<file path="src/wdw_pkg.sv">
// Constants shared by the windowed watchdog and its tick generator
package wdw_pkg;

    localparam int CNT_W  = 16;
    localparam int BYTE_W = 8;
    localparam int SEL_W  = 3;
    localparam int PRE_W  = 8;

    // Byte register selects
    localparam logic [SEL_W-1:0] REG_CTRL = 3'h0;
    localparam logic [SEL_W-1:0] REG_TOH  = 3'h1;
    localparam logic [SEL_W-1:0] REG_TOL  = 3'h2;
    localparam logic [SEL_W-1:0] REG_WINH = 3'h3;
    localparam logic [SEL_W-1:0] REG_WINL = 3'h4;
    localparam int               NUM_REGS = 5;

    // Control byte layout
    localparam int CTRL_EN     = 0;
    localparam int CTRL_UPD    = 1;
    localparam int CTRL_IRQEN  = 2;
    localparam int CTRL_WINEN  = 3;
    localparam int CTRL_CLKSEL = 4;
    localparam int CTRL_PRESC  = 5;

    // Reset values: enabled, updates allowed, longest timeout
    localparam logic [BYTE_W-1:0] CTRL_RESET    = 8'h03;
    localparam logic [CNT_W-1:0]  TIMEOUT_RESET = 16'hFFFF;
    localparam logic [CNT_W-1:0]  WINDOW_RESET  = 16'h0000;
    localparam logic [CNT_W-1:0]  CNT_ZERO      = 16'h0000;
    localparam logic [CNT_W-1:0]  CNT_ONE       = 16'h0001;
    localparam logic [PRE_W-1:0]  PRE_LAST      = 8'hFF;
    localparam logic [PRE_W-1:0]  PRE_ONE       = 8'h01;
    localparam logic [PRE_W-1:0]  PRE_ZERO      = 8'h00;

    // Configuration window length
    localparam int CLK_PERIOD_NS   = 10;
    localparam int CFG_WIN_TIME_NS = 2560;
    localparam int CFG_WIN_CYCLES  = CFG_WIN_TIME_NS / CLK_PERIOD_NS;

    typedef enum logic {WIN_OPEN, WIN_CLOSED} wdw_win_e;

endpackage

</file>
<file path="src/wdw_tick_if.sv">
// Carrier between the watchdog core and its tick generator
`timescale 1ns/1ps
`default_nettype none
interface wdw_tick_if;
    logic srcSel;
    logic divSel;
    logic extTick;
    logic tick;

    modport ctl (output srcSel, output divSel, output extTick, input tick);
    modport gen (input srcSel, input divSel, input extTick, output tick);
endinterface
`default_nettype wire

</file>
<file path="src/wdw_watchdog.sv">
// Windowed watchdog with write-once configuration window
// Summary of operation
// - Each configuration byte register accepts one write per configuration window.
// - A counter reaching the timeout value without refresh raises the system reset.
// - A new configuration window opens after the first only if updates were allowed.
// - The watchdog can be switched off only while the update-allow bit is one.
// - The timeout is a 16-bit tick count held as a high and a low byte.
// - A 16-bit window value rejects refreshes that come too early in window mode.
// - A timeout sets a software-clearable flag, gated by an interrupt enable bit.
// - A read-only flag shows that the counter is running.
// - The present counter value is readable at all times.
`timescale 1ns/1ps
`default_nettype none
module wdw_watchdog
    import wdw_pkg::*;
(
    input  wire logic              core_clk,
    input  wire logic              rst_b,
    input  wire logic              unlockReq,
    input  wire logic              refreshReq,
    input  wire logic              cfgWr,
    input  wire logic [SEL_W-1:0]  cfgSel,
    input  wire logic [BYTE_W-1:0] cfgData,
    input  wire logic              irqFlagClear,
    input  wire logic              extTick,
    output logic                   configWindowOpen,
    output logic                   updateAllowed,
    output logic                   timeoutIrqFlag,
    output logic                   timeoutIrqReq,
    output logic                   counterRunningFlag,
    output logic [CNT_W-1:0]       counterValue,
    output logic                   systemReset
);

    ////////////////////////////////////////////////////////////////////////////////
    logic [1:0]          rstSync;
    logic                rstN;
    wdw_win_e            winState;
    logic [CNT_W-1:0]    winTimer;
    logic [NUM_REGS-1:0] written;
    logic [BYTE_W-1:0]   ctrlReg;
    logic [CNT_W-1:0]    timeoutVal;
    logic [CNT_W-1:0]    windowVal;
    logic                wrOk;
    logic                unlockOk;
    logic                tick;
    logic                timeoutEv;
    logic                refreshOk;
    logic                refreshBad;
    logic [BYTE_W-1:0]   next_ctrl;

    wdw_tick_if tickIf ();

    always_ff @(posedge core_clk or negedge rst_b)
    begin
        if (!rst_b)
            rstSync <= 2'h0;
        else
            rstSync <= {rstSync[0], 1'b1};
    end
    assign rstN = rstSync[1];

    ////////////////////////////////////////////////////////////////////////////////
    // Configuration window
    assign unlockOk = unlockReq && winState == WIN_CLOSED && ctrlReg[CTRL_UPD];
    // Selects above the last register are dropped before they index the write mask
    assign wrOk     = cfgWr && winState == WIN_OPEN && cfgSel < SEL_W'(NUM_REGS)
                      && !written[cfgSel];

    always_ff @(posedge core_clk or negedge rstN)
    begin
        if (!rstN)
        begin
            winState <= WIN_OPEN;
            winTimer <= CNT_ZERO;
        end
        else if (unlockOk)
        begin
            winState <= WIN_OPEN;
            winTimer <= CNT_ZERO;
        end
        else if (winState == WIN_OPEN)
        begin
            // Expiry alone closes it; an interrupted unlock just wastes the time
            if (winTimer == CNT_W'(CFG_WIN_CYCLES - 1))
                winState <= WIN_CLOSED;
            winTimer <= winTimer + CNT_ONE;
        end
    end

    always_ff @(posedge core_clk or negedge rstN)
    begin
        if (!rstN)
            written <= '0;
        else if (unlockOk)
            written <= '0;
        else if (wrOk)
            written[cfgSel] <= 1'b1;
    end

    ////////////////////////////////////////////////////////////////////////////////
    // Write-once registers
    always_comb
    begin
        next_ctrl = cfgData;
        // Locked watchdog stays on even if a stale write tries to clear it
        if (ctrlReg[CTRL_EN] && !ctrlReg[CTRL_UPD])
            next_ctrl[CTRL_EN] = 1'b1;
    end

    always_ff @(posedge core_clk or negedge rstN)
    begin
        if (!rstN)
            ctrlReg <= CTRL_RESET;
        else if (wrOk && cfgSel == REG_CTRL)
            ctrlReg <= next_ctrl;
    end

    always_ff @(posedge core_clk or negedge rstN)
    begin
        if (!rstN)
            timeoutVal <= TIMEOUT_RESET;
        else if (wrOk && cfgSel == REG_TOH)
            timeoutVal[CNT_W-1:BYTE_W] <= cfgData;
        else if (wrOk && cfgSel == REG_TOL)
            timeoutVal[BYTE_W-1:0] <= cfgData;
    end

    always_ff @(posedge core_clk or negedge rstN)
    begin
        if (!rstN)
            windowVal <= WINDOW_RESET;
        else if (wrOk && cfgSel == REG_WINH)
            windowVal[CNT_W-1:BYTE_W] <= cfgData;
        else if (wrOk && cfgSel == REG_WINL)
            windowVal[BYTE_W-1:0] <= cfgData;
    end

    ////////////////////////////////////////////////////////////////////////////////
    // Counter, refresh and timeout
    assign tickIf.srcSel  = ctrlReg[CTRL_CLKSEL];
    assign tickIf.divSel  = ctrlReg[CTRL_PRESC];
    assign tickIf.extTick = extTick;
    assign tick           = tickIf.tick;

    wdw_tick_gen u_tick (
        .core_clk (core_clk),
        .rstN     (rstN),
        .bus      (tickIf.gen)
    );

    // Counting pauses while the configuration window is open
    assign counterRunningFlag = ctrlReg[CTRL_EN] && winState == WIN_CLOSED;
    assign refreshBad = counterRunningFlag && refreshReq && ctrlReg[CTRL_WINEN]
                        && counterValue < windowVal;
    assign refreshOk  = counterRunningFlag && refreshReq && !refreshBad;
    // A good refresh in the same cycle as the last tick still saves the system
    assign timeoutEv  = counterRunningFlag && tick && !refreshOk
                        && counterValue >= timeoutVal;

    always_ff @(posedge core_clk or negedge rstN)
    begin
        if (!rstN)
            counterValue <= CNT_ZERO;
        else if (refreshOk || timeoutEv || unlockOk)
            counterValue <= CNT_ZERO;
        else if (counterRunningFlag && tick)
            counterValue <= counterValue + CNT_ONE;
    end

    always_ff @(posedge core_clk or negedge rstN)
    begin
        if (!rstN)
            systemReset <= 1'b0;
        else
            systemReset <= timeoutEv || refreshBad;
    end

    always_ff @(posedge core_clk or negedge rstN)
    begin
        if (!rstN)
            timeoutIrqFlag <= 1'b0;
        else if (timeoutEv && ctrlReg[CTRL_IRQEN])
            timeoutIrqFlag <= 1'b1;
        else if (irqFlagClear)
            timeoutIrqFlag <= 1'b0;
    end

    assign timeoutIrqReq    = timeoutIrqFlag && ctrlReg[CTRL_IRQEN];
    assign configWindowOpen = winState == WIN_OPEN;
    assign updateAllowed    = ctrlReg[CTRL_UPD];
endmodule
`default_nettype wire

</file>
<file path="src/wdw_tick_gen.sv">
// Watchdog tick source selection and prescaler
`timescale 1ns/1ps
`default_nettype none
module wdw_tick_gen
    import wdw_pkg::*;
(
    input wire logic core_clk,
    input wire logic rstN,
    wdw_tick_if.gen  bus
);

    logic [PRE_W-1:0] preCnt;
    logic             srcTick;

    // Source one ticks every core cycle; source two follows the external strobe
    assign srcTick = bus.srcSel ? bus.extTick : 1'b1;

    always_ff @(posedge core_clk or negedge rstN)
    begin
        if (!rstN)
            preCnt <= PRE_ZERO;
        else if (srcTick)
            preCnt <= preCnt + PRE_ONE;
    end

    assign bus.tick = bus.divSel ? (srcTick && preCnt == PRE_LAST) : srcTick;

endmodule
`default_nettype wire

</file>
<file path="config.mk">
export PLATFORM = sky130hd
export DESIGN_NAME = wdw_watchdog
export DESIGN_NICKNAME = d
export VERILOG_FILES = /design/src/wdw_pkg.sv /design/src/wdw_tick_if.sv /design/src/wdw_watchdog.sv /design/src/wdw_tick_gen.sv
export SDC_FILE = /design/constraint.sdc
export NUM_CORES = 1
export LEC_CHECK = 0
export ABC_CLOCK_PERIOD_IN_PS = 3800
export BUFFER_PORTS_ARGS = -buffer_cell sky130_fd_sc_hd__buf_2
export CAP_MARGIN = 20
export CORE_ASPECT_RATIO = 0.5
export CORE_MARGIN = 5
export CORE_UTILIZATION = 33
export DETAILED_ROUTE_END_ITERATION = 16
export GPL_TIMING_DRIVEN = 0
export PLACE_DENSITY = 0.55
export SYNTH_ARGS = -nofsm -noshare
export SYNTH_HDL_FRONTEND = slang
export SYNTH_HIERARCHICAL = 1
export SYNTH_SLANG_ARGS = --single-unit
</file>
<file path="constraint.sdc">
create_clock -name core_clk -period 3.8 [get_ports core_clk]
set_clock_uncertainty 0.15 [all_clocks]
set_input_delay 0.76 -clock core_clk [delete_from_list [all_inputs] [get_ports core_clk]]
set_output_delay 0.76 -clock core_clk [all_outputs]
set_load 0.005 [all_outputs]
</file>
==> results.json, run 1 <==
{
  "worst_r2r_startpoint": "counterValue[0]",
  "fp.dieArea_mm2": 0.0172,
  "dp_hpwl_um": 8050,
  "path_clk_slew_ps": 70,
  "end_kind": "flip-flop",
  "critical_path.slowest_cell": "dfrtp_1",
  "place_area_mm2": 0.00528,
  "vdd_drop_max_uv": 225,
  "grt_max_degree": 49,
  "relSlewSlack": 0.474,
  "final_nets": 559,
  "path_max_fanout": 10,
  "p_total_mw": 1.95,
  "rsz0062_at_grt": "no",
  "synth-edff-count": 0,
  "post_drt_wl_per_cell_um": 15.5,
  "tightest_slew_ps": 783,
  "drt_pass1_iterations": 4,
  "pwr_density_cell_mw_per_mm2": 348,
  "syn_nets": 508,
  "die_y_um": 95.3,
  "layout_min_cycle_time_ps": 2590,
  "cts-root-buf": "clkbuf_16",
  "placed_cells": 694,
  "routed_via_density": 4.87,
  "hold_buffers": 0,
  "slowest_delay_ps": 490,
  "clockBufferDepth": 2,
  "finalSetupViolCount": 0,
  "fmax_mhz": 386,
  "hp-class": "in -> async",
  "synthArstFlopShare": 1.00,
  "crit_chain": "inv_1 > ha_1 > nand2b_4 > a2111o_1 > a41oi_4 > a31oi_4 > buf_6 > nor3_2",
  "antenna_found_initial": 1,
  "grt_pass1_wl_um": 18600,
  "core.rowCount": 31,
  "drv_slew": 0,
  "clock_latency_ps": 340,
  "synth.ff_latch_count": 88,
  "setup.worst_path.class": "reg -> reg",
  "status": "finished clean",
  "crit_buf_inv": 2,
  "synth_area_mm2": 0.00480,
  "p_leak_nw": 2.55,
  "cts_resized": 0,
  "antenna_cells": 0,
  "crit_arrival_ps": 2710,
  "place.gp.congestion": 0.793,
  "io_pins": 40,
  "synthDistinctLibCells": 59,
  "synth.area.top_cells": "dfrtp_1, dfstp_2, ha_1, nand2_1, mux2_2",
  "finalHoldViolCount": 0,
  "antenna_left": 0,
  "synth_cells": 456,
  "min_period_over_period": 0.682,
  "port_buffers": 39,
  "yosys.area.top_type_share": 0.365,
  "areaGrowthSynthToFinish_pct": 16.5,
  "r2r_cells": 8,
  "yosys-top-cells-count": "dfrtp_1, nand2_1, inv_1",
  "cts_tree": "done",
  "h-tree-depth": 3,
  "yosys.area.top_type": "dfrtp_1",
  "pre_cts_ws_ps": 1030,
  "yosysMostFrequentCell": "dfrtp_1",
  "drt_wl_total_um": 11000,
  "grt_use_total": 0.136,
  "drc": 0,
  "finish.utilization": 0.390,
  "drive_gt1_frac": 0.240,
  "drv_cap": 0,
  "setup-tns-final_ps": 0,
  "required_ps": 3920,
  "cts_setup_buffers": 0,
  "yosysSeqAreaShare": 0.463,
  "holdWs_ps": 50.7,
  "vias": 3457,
  "crit_family": "compound AO/OA/AOI/OAI gates",
  "core_area_mm2": 0.0144,
  "cts_sinks": 88,
  "setup_ws_ps": 1210,
  "yosys_warnings": 6,
  "die_w_um": 181,
  "drt-initial-drc-count": 205,
  "syn_area_per_cell_um2": 10.5,
  "crit_path_start_kind": "flip-flop",
  "grt_pass1_vias": 3560,
  "synth_flop_cell": "dfrtp_1",
  "start_util": 0.335,
  "layout.cells.non_filler": 710,
  "rrSetupSlack_ps": 1210,
  "stdcell_area_mm2": 0.00559,
  "gr-total-overflow": 0,
  "cts_buffers": 9,
  "r2r_end": "counterValue[13]"
}
## state kept, by name, summed over array words and instances, names as in the netlist, 2 cells and up
signal / cells
windowVal: 16
winTimer: 16
counterValue: 16
timeoutVal: 16
rstSync: 2
u_tick/preCnt: 8
ctrlReg: 6
written: 5
## kinds of logic (layout without fill, tap and decap cells)
family / Yosys count / in the layout / share of synthesized area
compound gates: 54 / 54 / 0.0831
xor+xnor: 30 / 30 / 0.0547
fa+ha+maj: 34 / 34 / 0.0886
buf+inv: 49 / 105 / 0.0435
flops: 88 / 88 / 0.463
mux: 25 / 25 / 0.0586
other cells: 1 / 1 / 0.000781
simple gates: 175 / 175 / 0.208
## report_power, final
group          leakage [nW]  switching (mW)  total [mW]  internal (mW)
clock                 0.158           0.386       0.938          0.552
combinational          1.41          0.0331      0.0531         0.0200
sequential            0.988          0.0105       0.955          0.945
total                  2.55           0.430        1.95           1.52
## how the worst max path moves through the flow
stage,startpoint,to,cells after the start
finish,counterValue[0],counterValue[13],8
global route,counterValue[11],counterValue[0],7
CTS,counterValue[0],counterValue[13],8
detailed placement,extTick,counterValue[14],9
global placement,rstSync[1],counterValue[3],0
floorplan,rstSync[1],counterValue[0],0
## cells in the final DEF (no fill, tap or decap), drive strengths merged, types with 2 or more instances in the layout
master	Yosys	final
dfrtp	70	70
nand2	52	52
buf	6	46
inv	39	40
ha	34	34
nor2	26	26
mux2	25	25
a21oi	19	19
nand3	19	19
nand4	18	18
dfstp	18	18
nor3	18	18
xor2	17	17
clkbuf	4	15
o21ai	13	13
xnor2	13	13
and3	8	8
nor4	6	6
nand2b	5	5
and2	4	4
and4	4	4
or3	3	3
or4	3	3
nor2b	3	3
clkinv	0	3
a2111o	2	2
a21boi	2	2
a211oi	2	2
a21o	2	2
or4b	2	2
a31oi	2	2
## worst reg2reg max path: stages, from the launching register on
cell	delay (ps)
dfrtp_1	490
inv_1	80
ha_1	290
nand2b_4	130
a2111o_1	450
a41oi_4	340
a31oi_4	210
buf_6	230
nor3_2	170
## cell type report
class	count	area, um2
Buffer	10	62.6
Clock buffer	11	253
Clock inverter	5	63.8
Fill cell	1455	8760
Inverter	39	146
Multi-Input combinational cell	319	2370
Sequential cell	88	2230
Tap cell	198	248
Timing Repair Buffer	40	223
## routing by layer
metal,global-route usage,part of all wire,vias up
li1,-,-,1697
met1,0.177,0.49,1707
met2,0.228,0.46,37
met3,0.0324,0.036,14
met4,0.0396,0.013,2
met5,0,0.00064,-
No activity file was read; power rests on OpenSTA's default activity.
==> inputs of run 2 (changes only) <==
Settings changed: ABC_CLOCK_PERIOD_IN_PS 3800 to 2500.
Clock period 3.8 ns to 2.5 ns, I/O delays scaled along.
==> run 2 against run 1 <==
  * Maximum frequency increased by 7.1%
  * Global-route usage decreased by 0.28 points
  * Non-clock buffer count increased by 9
  * Highest routed layer unchanged
  * Combinational power increased by 64%
  * Clock power increased by 35%
  * Flip-flop and latch count unchanged
  * Design area increased by 1.6%
  * Via count increased by 0.52%
==> results.json, run 2 (synthesized netlist as in run 1, its figures left out) <==
{
  "p_leak_nw": 2.58,
  "antenna_cells": 0,
  "crit_chain": "inv_1 > ha_1 > a2111o_1 > a41oi_4 > a31oi_4 > buf_4 > nor4_2",
  "clockBufferDepth": 2,
  "crit_path_start_kind": "flip-flop",
  "setup.worst_path.class": "reg -> reg",
  "pwr_density_cell_mw_per_mm2": 494,
  "grt_use_total": 0.133,
  "dp_hpwl_um": 7950,
  "drt-initial-drc-count": 206,
  "seq_area_mm2": 0.00223,
  "fp.dieArea_mm2": 0.0172,
  "antenna_left": 0,
  "drive_gt1_frac": 0.257,
  "crit_arrival_ps": 2510,
  "vdd_drop_max_uv": 315,
  "grt_pass1_vias": 3534,
  "place.gp.congestion": 0.779,
  "r2r_end": "counterValue[6]",
  "cts_tree": "done",
  "core.rowCount": 31,
  "cts_sinks": 88,
  "final_nets": 568,
  "finalSetupViolCount": 0,
  "io_pins": 40,
  "gr-total-overflow": 0,
  "path_clk_slew_ps": 60,
  "die_y_um": 95.3,
  "slowest_delay_ps": 540,
  "relSlewSlack": 0.465,
  "grt_pass1_wl_um": 18300,
  "grt_max_degree": 47,
  "path_max_fanout": 5,
  "antenna_found_initial": 1,
  "die_w_um": 181,
  "post_drt_wl_per_cell_um": 14.9,
  "setup-tns-final_ps": 0,
  "core_area_mm2": 0.0144,
  "drt_pass1_iterations": 4,
  "startpoint": "timeoutVal[1]",
  "status": "finished clean",
  "drc": 0,
  "clock_latency_ps": 340,
  "vias": 3475,
  "fmax_mhz": 413,
  "h-tree-depth": 3,
  "finish.utilization": 0.396,
  "cts_buffers": 9,
  "layout_common_cells": "dfrtp_1, nand2_1, buf_2",
  "fillers": 1440,
  "end_kind": "flip-flop",
  "hp-class": "reg -> async",
  "tightest_slew_ps": 796,
  "r2r_cells": 7,
  "areaGrowthSynthToFinish_pct": 18.3,
  "start_util": 0.335,
  "required_ps": 2590,
  "layout_commonest_cell": "dfrtp_1",
  "drt_wl_total_um": 10700,
  "min_period_over_period": 0.969,
  "finalHoldViolCount": 0,
  "worst_r2r_startpoint": "timeoutVal[1]",
  "critical_path.slowest_cell": "dfstp_2",
  "routed_via_density": 4.83,
  "cts-root-buf": "clkbuf_16",
  "drv_cap": 0,
  "multiInputGateArea_mm2": 0.00241,
  "port_buffers": 39,
  "drv_slew": 0,
  "rrSetupSlack_ps": 80,
  "layout_min_cycle_time_ps": 2420
}
## run 2: changes by cell type in the layout (fill, tap and decap cells not counted), moves of 2 or more
cell and delta:
inv_6 +2, buf_12 +2, dfrtp_2 +2, dfrtp_1 -2, buf_4 +6, clkbuf_8 -2
clkinvlp_4 +2, clkinv_4 -2
## run 2: what timing repair did
item	in CTS	in global routing
setup buffers	1	7
setup endpoints to repair	15	16
endpoints found under the hold margin	2	0
hold buffers	1	0
resized for setup	2	6
pin swaps	4	4
## run 2: critical path, delay by kind of cell, from the launching register on
family	cells	cell delay (ps)
AOI/OAI and AO/OA	3	930
adders and majority gates	1	260
buffers and inverters	2	210
DFF	1	540
and+or+nand+nor	1	240
## run 2: report_power, final
part	switching [mW]	internal, mW	total, mW
combinational	0.0526	0.0345	0.0871
sequential	0.0164	1.44	1.45
clock	0.588	0.678	1.27
## run 2: per-layer routing
metal	up-vias	global-route usage	wire (um)
li1	1729	-	-
met1	1688	0.177	5380
met2	43	0.217	4830
met3	13	0.0343	404
met4	2	0.0358	121
met5	-	0	13
## run 2: area by class of cell
type                       count  share of cell area
inverter                      39              0.0258
sequential                    88               0.393
timing repair buffer          49              0.0559
clock inverter                 6             0.00749
buffer                        10              0.0110
tap                          198              0.0436
multi-input combinational    319               0.423
clock buffer                  10              0.0403
## run 2: metrics by stage
stage / power (mW) / hold WS (ps) / instance area (um2) / setup slack [ps] / cells
3_3_place_gp: 1.55 / 136 / 5250 / -39.7 / 693
5_1_grt: 2.91 / 217 / 5680 / -15.4 / 719
6_report: 2.81 / 176 / 5680 / 78.5 / 719
2_1_floorplan: 1.51 / 54.4 / 4800 / 190 / 456
4_1_cts: 2.85 / 205 / 5590 / 19.2 / 712
3_5_place_dp: 1.56 / 141 / 5280 / -72.2 / 694
## run 2: worst max-delay path by stage
stage	depth (start not counted)	end	slack, ps
finish	7	counterValue[6]	80
global placement	8	counterValue[13]	-40
floorplan	8	counterValue[3]	190
detailed placement	8	counterValue[5]	-70
global route	7	counterValue[6]	-20
CTS	8	counterValue[5]	20
